[src/include/frl_map.svh]
// Constants for the frequency reference limiter: reset values, codes and ranges
`ifndef FRL_MAP_SVH
`define FRL_MAP_SVH

// Frequencies are unsigned counts of 0.01 Hz
`define FRL_FREQ_W 16
`define FRL_CODE_W 8
`define FRL_NUM_TERM 11
`define FRL_NUM_BAND 3

// Reset values of the settings store
`define FRL_RST_CLAMP_EN 1'h0
`define FRL_RST_JOG_CLAMP 1'h1
`define FRL_RST_SKIP_EN 1'h0
`define FRL_RST_LOWER_CLAMP 16'h0032
`define FRL_RST_UPPER_CLAMP 16'h1770
`define FRL_RST_FLOOR 16'h0032
`define FRL_RST_CEILING 16'h1770
`define FRL_RST_BAND1_LO 16'h03e8
`define FRL_RST_BAND1_HI 16'h05dc
`define FRL_RST_BAND2_LO 16'h07d0
`define FRL_RST_BAND2_HI 16'h09c4
`define FRL_RST_BAND3_LO 16'h0bb8
`define FRL_RST_BAND3_HI 16'h0dac
`define FRL_RST_PRI_CMD 8'h01
`define FRL_RST_PRI_FREQ 8'h02
`define FRL_RST_PRI_TRQ 8'h00
`define FRL_RST_SEC_CMD 8'h00
`define FRL_RST_SEC_FREQ 8'h00
`define FRL_RST_SEC_TRQ 8'h00
`define FRL_RST_CTRL_MODE 8'h00
`define FRL_RST_TRQ_CTRL 1'h0
`define FRL_RST_KEYPAD_REF 16'h0000
`define FRL_RST_TERM_CFG 8'h00

// Codes
`define FRL_SRC_KEYPAD 8'h00
`define FRL_TERM_SRC_SWITCH 8'h0f
`define FRL_MODE_SENSORLESS 8'h02
`define FRL_MODE_VECTOR 8'h03

// Setting ranges in 0.01 Hz
`define FRL_UPPER_CLAMP_MIN 16'h0032
`define FRL_FLOOR_MIN 16'h0001
`define FRL_FLOOR_MAX 16'h03e8
`define FRL_CEILING_MIN 16'h0fa0
`define FRL_CEILING_MAX 16'h9c40

`endif

[src/include/frl_pkg.sv]
// Types shared by the frequency reference limiter
package frl_pkg;

  typedef enum logic [4:0] {
    FRL_P_CLAMP_EN = 5'h00,
    FRL_P_LOWER_CLAMP = 5'h01,
    FRL_P_UPPER_CLAMP = 5'h02,
    FRL_P_JOG_CLAMP = 5'h03,
    FRL_P_FLOOR = 5'h04,
    FRL_P_CEILING = 5'h05,
    FRL_P_SKIP_EN = 5'h06,
    FRL_P_BAND1_LO = 5'h07,
    FRL_P_BAND1_HI = 5'h08,
    FRL_P_BAND2_LO = 5'h09,
    FRL_P_BAND2_HI = 5'h0a,
    FRL_P_BAND3_LO = 5'h0b,
    FRL_P_BAND3_HI = 5'h0c,
    FRL_P_PRI_CMD = 5'h0d,
    FRL_P_PRI_FREQ = 5'h0e,
    FRL_P_PRI_TRQ = 5'h0f,
    FRL_P_SEC_CMD = 5'h10,
    FRL_P_SEC_FREQ = 5'h11,
    FRL_P_SEC_TRQ = 5'h12,
    FRL_P_CTRL_MODE = 5'h13,
    FRL_P_TRQ_CTRL = 5'h14,
    FRL_P_KEYPAD_REF = 5'h15,
    FRL_P_TERM_CFG = 5'h16
  } frl_param_t;

  typedef enum logic [1:0] {
    FRL_WR_IDLE = 2'b00,
    FRL_WR_DONE = 2'b01,
    FRL_WR_REFUSED = 2'b10
  } frl_wr_result_t;

  // Write request from the parameter store front end
  typedef struct packed {
    logic valid;
    frl_param_t sel;
    logic [3:0] index;
    logic [15:0] data;
  } frl_wr_req_t;

  // Selected command, frequency and torque sources
  typedef struct packed {
    logic [7:0] cmd;
    logic [7:0] freq;
    logic [7:0] trq;
  } frl_sources_t;

  typedef struct packed {
    logic clamp_enable;
    logic jog_clamp_select;
    logic skip_band_enable;
    logic torque_control_enable;
    logic [7:0] control_mode_select;
    logic [15:0] lower_clamp_value;
    logic [15:0] upper_clamp_value;
    logic [15:0] floor_frequency_setting;
    logic [15:0] ceiling_frequency_setting;
    logic [2:0][15:0] band_low;
    logic [2:0][15:0] band_high;
    frl_sources_t primary;
    frl_sources_t secondary;
    logic [15:0] keypad_ref;
    logic [10:0][7:0] term_cfg;
  } frl_settings_t;

  typedef struct packed {
    frl_settings_t set;
    logic [15:0] out_freq;
    frl_sources_t active;
    logic source_switch_function;
    frl_wr_result_t wr_result;
    logic [15:0] rd_data;
  } frl_state_t;

endpackage

[src/frl_limiter.sv]
// Frequency reference limiter: clamping, skip bands, source switching and its settings store
`timescale 1ns/100ps
`include "frl_map.svh"

////////////////////////////////////////////////////////////////////////////////
// Operation
// RULE1 - While clamping is enabled every reference, the keypad one included, is held between lower and upper clamp.
// RULE2 - Clamp enable resets to 0, is turned on with 1, and the clamp values are writable and used only while it is 1.
// RULE3 - The minimum is the lower clamp value when clamping is on and the floor frequency setting when it is off.
// RULE4 - The maximum is the upper clamp value when clamping is on and the ceiling frequency setting when it is off.
// RULE5 - Lower clamp resets to 0.50 Hz within 0..ceiling; upper clamp resets to 60.00 Hz within 0.5 Hz..ceiling.
// RULE6 - With jog clamp select at Yes (reset) jog references are clamped exactly like normal ones when enabled.
// RULE7 - With jog clamp select at No jog skips the clamp values but stays within floor and ceiling.
// RULE8 - With skip bands enabled (reset off) the output stays out of every band when rising and falling.
// RULE9 - Three bands reset to 10-15, 20-25 and 30-35 Hz, each low not above its high, each high not above ceiling.
// RULE10 - A rising reference inside a band holds the output at the band low until it passes above the band.
// RULE11 - A keypad reference that falls inside an enabled skip band is refused.
// RULE12 - A terminal whose configuration code is 15 acts as source switch and selects the secondary command and freq.
// RULE13 - While the source switch is asserted the secondary torque source is used.
// RULE14 - Secondary source writes are refused while running under the primary command source.
// RULE15 - Torque source settings are reachable only in sensorless or vector mode with torque control enabled.
// RULE16 - Sources reset to primary command 1, primary frequency 2 and 0 for all secondary and primary torque.
// RULE17 - A falling reference inside a band holds the output at the band high until it drops below the band.
module frl_limiter (
  // Clock and reset
  input wire logic mclk,
  input wire logic nrst,
  // Settings store write port
  input wire frl_pkg::frl_wr_req_t wr_req,
  output logic wr_done,
  output logic wr_refused,
  // Settings store read port
  input wire frl_pkg::frl_param_t rd_sel,
  input wire logic [3:0] rd_index,
  output logic [15:0] rd_data,
  // Drive status and references
  input wire logic run_active,
  input wire logic jog_active,
  input wire logic [15:0] ext_freq_ref,
  input wire logic [10:0] term_in,
  // Conditioned outputs
  output logic [15:0] out_freq,
  output frl_pkg::frl_sources_t active_sources,
  output logic source_switch_function
);

  frl_pkg::frl_state_t state;
  frl_pkg::frl_state_t next_state;

  ////////////////////////////////////////////////////////////////////////////////
  // Helpers

  // Inclusive band test, used for the output path and for keypad writes
  function automatic logic in_band(input logic [15:0] f, input logic [15:0] lo, input logic [15:0] hi);
    in_band = (f >= lo) && (f <= hi);
  endfunction

  function automatic logic in_any_band(input logic [15:0] f, input frl_pkg::frl_settings_t s);
    logic hit;
    hit = 1'b0;
    for (int b = 0; b < `FRL_NUM_BAND; b++) begin
      hit = hit | in_band(f, s.band_low[b], s.band_high[b]);
    end
    in_any_band = hit;
  endfunction

  function automatic logic [15:0] clamp(input logic [15:0] f, input logic [15:0] lo, input logic [15:0] hi);
    if (f < lo) begin
      clamp = lo;
    end else if (f > hi) begin
      clamp = hi;
    end else begin
      clamp = f;
    end
  endfunction

  ////////////////////////////////////////////////////////////////////////////////
  // Source switch terminal decode

  logic [10:0] switch_hit;

  generate
    for (genvar t = 0; t < `FRL_NUM_TERM; t++) begin : g_term
      assign switch_hit[t] = term_in[t] && (state.set.term_cfg[t] == `FRL_TERM_SRC_SWITCH); // [RULE12]
    end
  endgenerate

  ////////////////////////////////////////////////////////////////////////////////
  // Frequency path

  logic switch_now;
  frl_pkg::frl_sources_t sel_sources;
  logic [15:0] raw_ref;
  logic [15:0] min_freq;
  logic [15:0] max_freq;
  logic [15:0] clamped;
  logic [15:0] skipped;
  logic use_clamp_values;

  always_comb begin
    switch_now = |switch_hit;
    sel_sources = switch_now ? state.set.secondary : state.set.primary; // [RULE12] [RULE13]
    // Keypad entry goes through the same clamp as any other source
    raw_ref = (sel_sources.freq == `FRL_SRC_KEYPAD) ? state.set.keypad_ref : ext_freq_ref; // [RULE1]
    use_clamp_values = state.set.clamp_enable && (!jog_active || state.set.jog_clamp_select); // [RULE2] [RULE6] [RULE7]
    min_freq = use_clamp_values ? state.set.lower_clamp_value : state.set.floor_frequency_setting; // [RULE3]
    max_freq = use_clamp_values ? state.set.upper_clamp_value : state.set.ceiling_frequency_setting; // [RULE4]
    clamped = clamp(raw_ref, min_freq, max_freq); // [RULE1] [RULE7]
    skipped = clamped;
    if (state.set.skip_band_enable) begin
      for (int b = 0; b < `FRL_NUM_BAND; b++) begin
        if (in_band(clamped, state.set.band_low[b], state.set.band_high[b])) begin // [RULE8]
          // Direction comes from where the output stood before entering the band
          if (state.out_freq >= state.set.band_high[b]) begin
            skipped = state.set.band_high[b]; // [RULE17]
          end else begin
            skipped = state.set.band_low[b]; // [RULE10]
          end
        end
      end
    end
  end

  ////////////////////////////////////////////////////////////////////////////////
  // Write checking

  logic wr_ok;
  logic running_primary;
  logic trq_access;
  logic [15:0] wv;
  logic [1:0] band_idx;

  always_comb begin
    wv = wr_req.data;
    band_idx = 2'h0;
    running_primary = run_active && !switch_now;
    trq_access = state.set.torque_control_enable &&
      ((state.set.control_mode_select == `FRL_MODE_SENSORLESS) ||
       (state.set.control_mode_select == `FRL_MODE_VECTOR)); // [RULE15]
    case (wr_req.sel)
      frl_pkg::FRL_P_CLAMP_EN,
      frl_pkg::FRL_P_JOG_CLAMP,
      frl_pkg::FRL_P_SKIP_EN,
      frl_pkg::FRL_P_TRQ_CTRL: begin
        wr_ok = (wv[15:1] == 15'h0000);
      end
      frl_pkg::FRL_P_LOWER_CLAMP: begin
        wr_ok = state.set.clamp_enable && (wv <= state.set.ceiling_frequency_setting); // [RULE2] [RULE5]
      end
      frl_pkg::FRL_P_UPPER_CLAMP: begin
        wr_ok = state.set.clamp_enable && (wv >= `FRL_UPPER_CLAMP_MIN) &&
          (wv <= state.set.ceiling_frequency_setting); // [RULE2] [RULE5]
      end
      frl_pkg::FRL_P_FLOOR: begin
        wr_ok = (wv >= `FRL_FLOOR_MIN) && (wv <= `FRL_FLOOR_MAX);
      end
      frl_pkg::FRL_P_CEILING: begin
        wr_ok = (wv >= `FRL_CEILING_MIN) && (wv <= `FRL_CEILING_MAX);
      end
      frl_pkg::FRL_P_BAND1_LO,
      frl_pkg::FRL_P_BAND2_LO,
      frl_pkg::FRL_P_BAND3_LO: begin
        band_idx = 2'((wr_req.sel - frl_pkg::FRL_P_BAND1_LO) >> 1);
        wr_ok = (wv <= state.set.band_high[band_idx]); // [RULE9]
      end
      frl_pkg::FRL_P_BAND1_HI,
      frl_pkg::FRL_P_BAND2_HI,
      frl_pkg::FRL_P_BAND3_HI: begin
        band_idx = 2'((wr_req.sel - frl_pkg::FRL_P_BAND1_HI) >> 1);
        wr_ok = (wv >= state.set.band_low[band_idx]) && (wv <= state.set.ceiling_frequency_setting); // [RULE9]
      end
      frl_pkg::FRL_P_PRI_CMD,
      frl_pkg::FRL_P_PRI_FREQ,
      frl_pkg::FRL_P_CTRL_MODE: begin
        wr_ok = (wv[15:8] == 8'h00);
      end
      frl_pkg::FRL_P_PRI_TRQ: begin
        wr_ok = trq_access && (wv[15:8] == 8'h00); // [RULE15]
      end
      frl_pkg::FRL_P_SEC_CMD,
      frl_pkg::FRL_P_SEC_FREQ: begin
        wr_ok = !running_primary && (wv[15:8] == 8'h00); // [RULE14]
      end
      frl_pkg::FRL_P_SEC_TRQ: begin
        wr_ok = !running_primary && trq_access && (wv[15:8] == 8'h00); // [RULE14] [RULE15]
      end
      frl_pkg::FRL_P_KEYPAD_REF: begin
        wr_ok = !(state.set.skip_band_enable && in_any_band(wv, state.set)); // [RULE11]
      end
      frl_pkg::FRL_P_TERM_CFG: begin
        wr_ok = (wr_req.index < 4'(`FRL_NUM_TERM)) && (wv[15:8] == 8'h00);
      end
      default: begin
        wr_ok = 1'b0;
      end
    endcase
  end

  ////////////////////////////////////////////////////////////////////////////////
  // Read mux

  logic [15:0] rd_value;

  always_comb begin
    case (rd_sel)
      frl_pkg::FRL_P_CLAMP_EN: rd_value = {15'h0000, state.set.clamp_enable};
      frl_pkg::FRL_P_LOWER_CLAMP: rd_value = state.set.lower_clamp_value;
      frl_pkg::FRL_P_UPPER_CLAMP: rd_value = state.set.upper_clamp_value;
      frl_pkg::FRL_P_JOG_CLAMP: rd_value = {15'h0000, state.set.jog_clamp_select};
      frl_pkg::FRL_P_FLOOR: rd_value = state.set.floor_frequency_setting;
      frl_pkg::FRL_P_CEILING: rd_value = state.set.ceiling_frequency_setting;
      frl_pkg::FRL_P_SKIP_EN: rd_value = {15'h0000, state.set.skip_band_enable};
      frl_pkg::FRL_P_BAND1_LO: rd_value = state.set.band_low[0];
      frl_pkg::FRL_P_BAND1_HI: rd_value = state.set.band_high[0];
      frl_pkg::FRL_P_BAND2_LO: rd_value = state.set.band_low[1];
      frl_pkg::FRL_P_BAND2_HI: rd_value = state.set.band_high[1];
      frl_pkg::FRL_P_BAND3_LO: rd_value = state.set.band_low[2];
      frl_pkg::FRL_P_BAND3_HI: rd_value = state.set.band_high[2];
      frl_pkg::FRL_P_PRI_CMD: rd_value = {8'h00, state.set.primary.cmd};
      frl_pkg::FRL_P_PRI_FREQ: rd_value = {8'h00, state.set.primary.freq};
      frl_pkg::FRL_P_PRI_TRQ: rd_value = {8'h00, state.set.primary.trq};
      frl_pkg::FRL_P_SEC_CMD: rd_value = {8'h00, state.set.secondary.cmd};
      frl_pkg::FRL_P_SEC_FREQ: rd_value = {8'h00, state.set.secondary.freq};
      frl_pkg::FRL_P_SEC_TRQ: rd_value = {8'h00, state.set.secondary.trq};
      frl_pkg::FRL_P_CTRL_MODE: rd_value = {8'h00, state.set.control_mode_select};
      frl_pkg::FRL_P_TRQ_CTRL: rd_value = {15'h0000, state.set.torque_control_enable};
      frl_pkg::FRL_P_KEYPAD_REF: rd_value = state.set.keypad_ref;
      frl_pkg::FRL_P_TERM_CFG: begin
        rd_value = (rd_index < 4'(`FRL_NUM_TERM)) ? {8'h00, state.set.term_cfg[rd_index]} : 16'h0000;
      end
      default: rd_value = 16'h0000;
    endcase
  end

  ////////////////////////////////////////////////////////////////////////////////
  // Next state

  always_comb begin
    next_state = state;
    next_state.out_freq = skipped;
    next_state.active = sel_sources;
    next_state.source_switch_function = switch_now;
    next_state.rd_data = rd_value;
    next_state.wr_result = frl_pkg::FRL_WR_IDLE;
    if (wr_req.valid) begin
      next_state.wr_result = wr_ok ? frl_pkg::FRL_WR_DONE : frl_pkg::FRL_WR_REFUSED;
    end
    if (wr_req.valid && wr_ok) begin
      case (wr_req.sel)
        frl_pkg::FRL_P_CLAMP_EN: next_state.set.clamp_enable = wv[0]; // [RULE2]
        frl_pkg::FRL_P_LOWER_CLAMP: next_state.set.lower_clamp_value = wv;
        frl_pkg::FRL_P_UPPER_CLAMP: next_state.set.upper_clamp_value = wv;
        frl_pkg::FRL_P_JOG_CLAMP: next_state.set.jog_clamp_select = wv[0];
        frl_pkg::FRL_P_FLOOR: next_state.set.floor_frequency_setting = wv;
        frl_pkg::FRL_P_CEILING: next_state.set.ceiling_frequency_setting = wv;
        frl_pkg::FRL_P_SKIP_EN: next_state.set.skip_band_enable = wv[0];
        frl_pkg::FRL_P_BAND1_LO,
        frl_pkg::FRL_P_BAND2_LO,
        frl_pkg::FRL_P_BAND3_LO: next_state.set.band_low[band_idx] = wv;
        frl_pkg::FRL_P_BAND1_HI,
        frl_pkg::FRL_P_BAND2_HI,
        frl_pkg::FRL_P_BAND3_HI: next_state.set.band_high[band_idx] = wv;
        frl_pkg::FRL_P_PRI_CMD: next_state.set.primary.cmd = wv[7:0];
        frl_pkg::FRL_P_PRI_FREQ: next_state.set.primary.freq = wv[7:0];
        frl_pkg::FRL_P_PRI_TRQ: next_state.set.primary.trq = wv[7:0];
        frl_pkg::FRL_P_SEC_CMD: next_state.set.secondary.cmd = wv[7:0];
        frl_pkg::FRL_P_SEC_FREQ: next_state.set.secondary.freq = wv[7:0];
        frl_pkg::FRL_P_SEC_TRQ: next_state.set.secondary.trq = wv[7:0];
        frl_pkg::FRL_P_CTRL_MODE: next_state.set.control_mode_select = wv[7:0];
        frl_pkg::FRL_P_TRQ_CTRL: next_state.set.torque_control_enable = wv[0];
        frl_pkg::FRL_P_KEYPAD_REF: next_state.set.keypad_ref = wv;
        frl_pkg::FRL_P_TERM_CFG: next_state.set.term_cfg[wr_req.index] = wv[7:0];
        default: next_state.set = state.set;
      endcase
    end
  end

  ////////////////////////////////////////////////////////////////////////////////
  // State register

  always_ff @(posedge mclk or negedge nrst) begin
    if (!nrst) begin
      state.set.clamp_enable <= `FRL_RST_CLAMP_EN; // [RULE2]
      state.set.jog_clamp_select <= `FRL_RST_JOG_CLAMP; // [RULE6]
      state.set.skip_band_enable <= `FRL_RST_SKIP_EN; // [RULE8]
      state.set.torque_control_enable <= `FRL_RST_TRQ_CTRL;
      state.set.control_mode_select <= `FRL_RST_CTRL_MODE;
      state.set.lower_clamp_value <= `FRL_RST_LOWER_CLAMP; // [RULE5]
      state.set.upper_clamp_value <= `FRL_RST_UPPER_CLAMP; // [RULE5]
      state.set.floor_frequency_setting <= `FRL_RST_FLOOR;
      state.set.ceiling_frequency_setting <= `FRL_RST_CEILING;
      state.set.band_low <= {`FRL_RST_BAND3_LO, `FRL_RST_BAND2_LO, `FRL_RST_BAND1_LO}; // [RULE9]
      state.set.band_high <= {`FRL_RST_BAND3_HI, `FRL_RST_BAND2_HI, `FRL_RST_BAND1_HI}; // [RULE9]
      state.set.primary <= {`FRL_RST_PRI_CMD, `FRL_RST_PRI_FREQ, `FRL_RST_PRI_TRQ}; // [RULE16]
      state.set.secondary <= {`FRL_RST_SEC_CMD, `FRL_RST_SEC_FREQ, `FRL_RST_SEC_TRQ}; // [RULE16]
      state.set.keypad_ref <= `FRL_RST_KEYPAD_REF;
      state.set.term_cfg <= {`FRL_NUM_TERM{`FRL_RST_TERM_CFG}};
      state.out_freq <= 16'h0000;
      state.active <= {`FRL_RST_PRI_CMD, `FRL_RST_PRI_FREQ, `FRL_RST_PRI_TRQ};
      state.source_switch_function <= 1'h0;
      state.wr_result <= frl_pkg::FRL_WR_IDLE;
      state.rd_data <= 16'h0000;
    end else begin
      state <= next_state;
    end
  end

  ////////////////////////////////////////////////////////////////////////////////
  // Outputs

  assign out_freq = state.out_freq;
  assign active_sources = state.active;
  assign source_switch_function = state.source_switch_function;
  assign rd_data = state.rd_data;
  assign wr_done = (state.wr_result == frl_pkg::FRL_WR_DONE);
  assign wr_refused = (state.wr_result == frl_pkg::FRL_WR_REFUSED);

endmodule

[config.mk]
export PLATFORM = sky130hd
export DESIGN_NAME = frl_limiter
export DESIGN_NICKNAME = d
export VERILOG_FILES = /design/src/include/frl_pkg.sv /design/src/frl_limiter.sv
export VERILOG_INCLUDE_DIRS = /design/src /design/src/include
export SDC_FILE = /design/constraint.sdc
export NUM_CORES = 1
export LEC_CHECK = 0
export ABC_CLOCK_PERIOD_IN_PS = 8000
export BUFFER_PORTS_ARGS = -buffer_cell sky130_fd_sc_hd__buf_2
export CORE_AREA = 2 2 232 234
export CTS_CLUSTER_DIAMETER = 80
export DETAILED_ROUTE_END_ITERATION = 6
export DIE_AREA = 0 0 234 236
export GPL_TIMING_DRIVEN = 1
export PLACE_DENSITY = 0.72
export REMOVE_ABC_BUFFERS = 1
export SETUP_SLACK_MARGIN = 0.02
export SLEW_MARGIN = 5
export SYNTH_ARGS = -nofsm -noshare
export SYNTH_HDL_FRONTEND = slang
export SYNTH_SLANG_ARGS = --single-unit
[constraint.sdc]
create_clock -name mclk -period 8 [get_ports mclk]
set_input_delay 0.8 -clock mclk [delete_from_list [all_inputs] [get_ports mclk]]
set_output_delay 0.8 -clock mclk [all_outputs]
set_load 0.01 [all_outputs]
**Word-level counts from Yosys, hierarchy flattened**

Cells that the tools add are included.

- Mux-type cells: 32
- Order comparisons: 34
- Add/sub/neg operators: 2
- Equality and inequality tests: 59
- Bitwise logic cells: 2
- Reductions and logical operators: 71

Operators by type and width:

| kind | count |
|---|---|
| $pmux W16 S23 | 1 |
| $mux W16 | 15 |
| $ge A16 B16 Y1 | 10 |
| $le A16 B16 Y1 | 8 |
| $bwmux W48 | 2 |
| $bwmux W88 | 1 |
| $eq A8 B4 Y1 const B | 11 |
| $eq A5 B4 Y1 const B | 16 |
| $eq A5 B5 Y1 const B | 14 |
| $bmux W16 S2 | 2 |
| $eq A5 B3 Y1 const B | 8 |
| $reduce_and A2 Y1 | 19 |
| $logic_and A1 B1 Y1 | 35 |
| $bmux W8 S4 | 1 |
| $demux W16 S2 | 1 |
| $demux W8 S4 | 1 |
| $mux W24 | 1 |
| $mux W8 | 3 |
| $eq A5 B2 Y1 const B | 4 |
| $eq A8 B2 Y1 const B | 2 |
| $ge A16 B1 Y1 const B | 1 |
| $ge A16 B12 Y1 const B | 1 |
| $ge A16 B6 Y1 const B | 1 |
| $gt A16 B16 Y1 | 1 |
| other kinds (26) | 41 |

- Output and inout port bits: 59
- Flip-flop bits (word level): 383
- Logic and storage cells: 240
- Input bits: 66

**Longest topological paths before layout**

- Word-level depth: 15
- Gate-level depth with buffers: 30
- Depth with buffers taken out: 25

**Worst setup path after synthesis**

OpenSTA, ideal clock, no wires.

- Path type: input port to flip-flop
- Start: in term_in[5]
- End: reg out_freq[10] (netlist name)
- Setup time: 0.124 ns
- Buffers on the path: 5
- Arrival time: 7.759 ns
- Path slack: 0.117 ns
- Cell stages on the path: 28
- Data required time: 7.876 ns
- Path through: or4b_1 > nor4b_2 > nor4_4 > mux2i_2 > clkbuf_1 > mux2_2 > ha_1 > a21o_1 > a21o_1 > a221o_1 > a221oi_1 > and3_1 > a211oi_4 > buf_4 > mux2i_1 > ha_1 > a211oi_1 > o21bai_1 > a211oi_1 > o31ai_1 > a21oi_1 > o2bb2ai_1 > or2_2 > clkbuf_1 > and3_1 > clkbuf_1 > clkbuf_1 > a211o_1

RTL lines:

| element | RTL line | RTL |
|---|---|---|
| start: declaration | frl_limiter.sv:40 | `input wire logic [10:0] term_in,` |

==> run metrics <==
Power Density between 200 and 300 nW/um^2; CP Launch Point state[141]; CP Capture Type flip-flop; fin crit period about 7.5 ns; Yosys Warn Count 0; post-CTS setup buffer count 0; worst-margin pin slew ~1.2 ns; first drt pass iteration count 7; Peak Freq roughly 130 MHz; Post-Syn Instances approximately 2600; sequential power share 0.254; core area roughly 53000 um^2; initial antenna violation count 4; WL final about 100000 um; # clock sinks between 300 and 400; DRC Markers 1; first-pass GRT wire length 149000 um; synthesized flop and latch total between 300 and 400; clk_lat worst skew about 0.61 ns; die area between 50000 and 60000 um^2; Reg-to-Reg Start state[141]; worst setup margin between 0.4 and 0.5 ns; leak pwr around 15 nW; fin. max-slew vios 0; outcome complete, but fails checks; clock share of power 0.249; register area share after synthesis 0.3498; clock-pin slew on the worst setup and hold paths approximately 0.060 ns; Routed Antenna Nets 0; Top FF cell, synth dfrtp_1; Cell variety after synth 81; top cell type's share of synthesized area 0.2899; RSZ-0062 raised after global routing false; maximum clock insertion buffer count 3; Comb power frac 0.497; failing checks DRC; CP required between 8 and 9 ns; die width about 230 um; DP Worst Slack -0.1687 ns; Slew headroom 0.1473; Die H 236 um; WS Path Type flip-flop to flip-flop; Root Buffer Master clkbuf_16; H-tree Lvls 2; asr flop ratio synth 1.000; vias in the first global route 22690; CP arrival 8.02 ns; DP HPWL 73210 um; critical path peak fanout 15; port buffer count 124; top post-synthesis cells by area dfrtp_1, ha_1, mux2_2; Final setup viols 0; Synth Area per Inst around 11 um^2; total CTS buffers 44; hold crit path type input pin to async pin; Internal 4.968 mW; Final #Nets ~3000; CP Launch Type flip-flop; Post-synth top cells ha_1, dfrtp_1, mux2_2, inv_1, mux2i_1; DR iter-0 viols 2531; GRT Resource Usage Total 0.3634; Final period util 0.9378; Hold Vio Cnt, Final 0; Net Sw Power between 3 and 4 mW; worst vdd ir between 0.2 and 0.3 mV; count leader, synth ha_1; final cell count without fillers roughly 3400; clock skew between 0.03 and 0.04 ns; # IOs 125; largest net degree at the start of global routing 114; DR WL/cell 30.04 um; max-cap violation count 0; CTS tree built; Initial Util 0.5206; mapped cell area 27630 um^2; dpl cells ~3300; Yosys top cell by area dfrtp_1; vias per cell ~6.8; GRT overflow 0; layout cell share with drive strength beyond 1 0.2793; Routability Congestion 0.9950; FP Rows 85; number of synthesized flops with an enable pin 0; sw frac 0.4221; routed vias 22650; area grow syn2layout 9.588%
## path summary, 6_finish.rpt
path | to | slack, ns | cells after the start
max in group asynchronous | state[227] | 5.95 | 2
min reg2reg | state[146] | 0.53 | 1
min in group mclk | state[146] | 0.53 | 1
max | out_freq[15] | 0.50 | 24
min | out_freq[10] | 0.24 | 1
max reg2reg | out_freq[15] | 0.50 | 24
## critical path: stages (launching register included)
cell       delay, ns
dfrtp_1         0.40
and3_1          0.19
nand4b_1        0.10
nand4_1         0.20
nor4_4          0.46
mux2i_2         0.52
buf_4           0.30
mux2_2          0.38
ha_1            0.31
and4_1          0.22
a221o_1         0.33
a221oi_2        0.43
and3_1          0.27
a211oi_4        0.06
buf_4           0.23
mux2i_1         0.47
ha_1            0.35
a21o_1          0.17
a2111oi_0       0.41
o21ai_0         0.20
o2111ai_1       0.17
o211ai_1        0.19
o211ai_1        0.16
and3_1          0.66
a211o_1         0.22
## logic make-up after synthesis
| kind of cell | synth area share |
|---|---|
| xor gates and xnor gates | 0.0006342 |
| buffers and inverters | 0.05543 |
| muxes | 0.2185 |
| and+or+nand+nor | 0.09973 |
| AOI/OAI and AO/OA | 0.1297 |
| DFF | 0.3498 |
| adders and majority gates | 0.1463 |
## cell type report
cell class / count / area, um^2
fill: 4525 / 22790
multi-input combinational: 1855 / 16520
sequential: 383 / 9663
clock buffer: 62 / 1239
timing repair buffer: 195 / 1164
tap: 696 / 870.8
inverter: 138 / 518.0
clock inverter: 20 / 301.5
antenna: 1 / 2.502
## power groups by stage
stage	Combinational (mW)	Clock [mW]	Sequential, mW
3_5_place_dp	4.11	0	2.21
2_1_floorplan	2.60	0	2.14
6_report	4.27	2.14	2.18
3_3_place_gp	4.02	0	2.21
5_1_grt	4.64	2.25	2.18
4_1_cts	4.14	2.16	2.18
## registers in the layout (all words and copies together), names as in the netlist
name                    cells
active_sources             24
out_freq                   16
rd_data                    16
source_switch_function      1
state                     326
## metal layers
layer | vias up | part of all wire | GRT usage
li1 | 9757 | - | -
met1 | 11260 | 0.40 | 0.4705
met2 | 1270 | 0.44 | 0.5591
met3 | 363 | 0.091 | 0.08100
met4 | 8 | 0.068 | 0.2064
met5 | - | 0.00052 | 0
## layout by cell type (no fill, tap or decap), types with 22 or more instances in the layout
cell type  instances
o22ai_1           24
mux2_2           283
a221oi_1          28
a21o_1            31
a211o_1           23
a21oi_1          114
ha_1             323
o21a_1            22
nand2_1          121
nor2_1            88
nand3_1           32
inv_1            137
a22o_1            27
mux2i_1          131
dfstp_2           63
o21ai_0           91
buf_2            123
buf_4             71
a22oi_1           51
clkbuf_16         44
nand4_1           58
mux2_4            64
dfrtp_1          320
## through the flow
step	total power [mW]	instance area, um^2	TNS (ns)	util	hold WS (ns)
after floorplan	4.737	26610	-3.545	-	0.4737
after global placement	6.225	28720	0	0.5412	0.4899
after detailed placement	6.316	28720	-2.366	0.5412	0.5047
after CTS	8.470	30260	0	0.5703	0.3429
after global routing	9.065	30270	0	0.5704	0.3514
final	8.596	30280	0	0.5705	0.2416
## what timing repair did
action                                  4_1_cts  5_1_grt
hold buffers                                  0        0
endpoints found under the setup margin        0       16
resized for setup                             0        2
No activity file was read; power rests on OpenSTA's default activity.
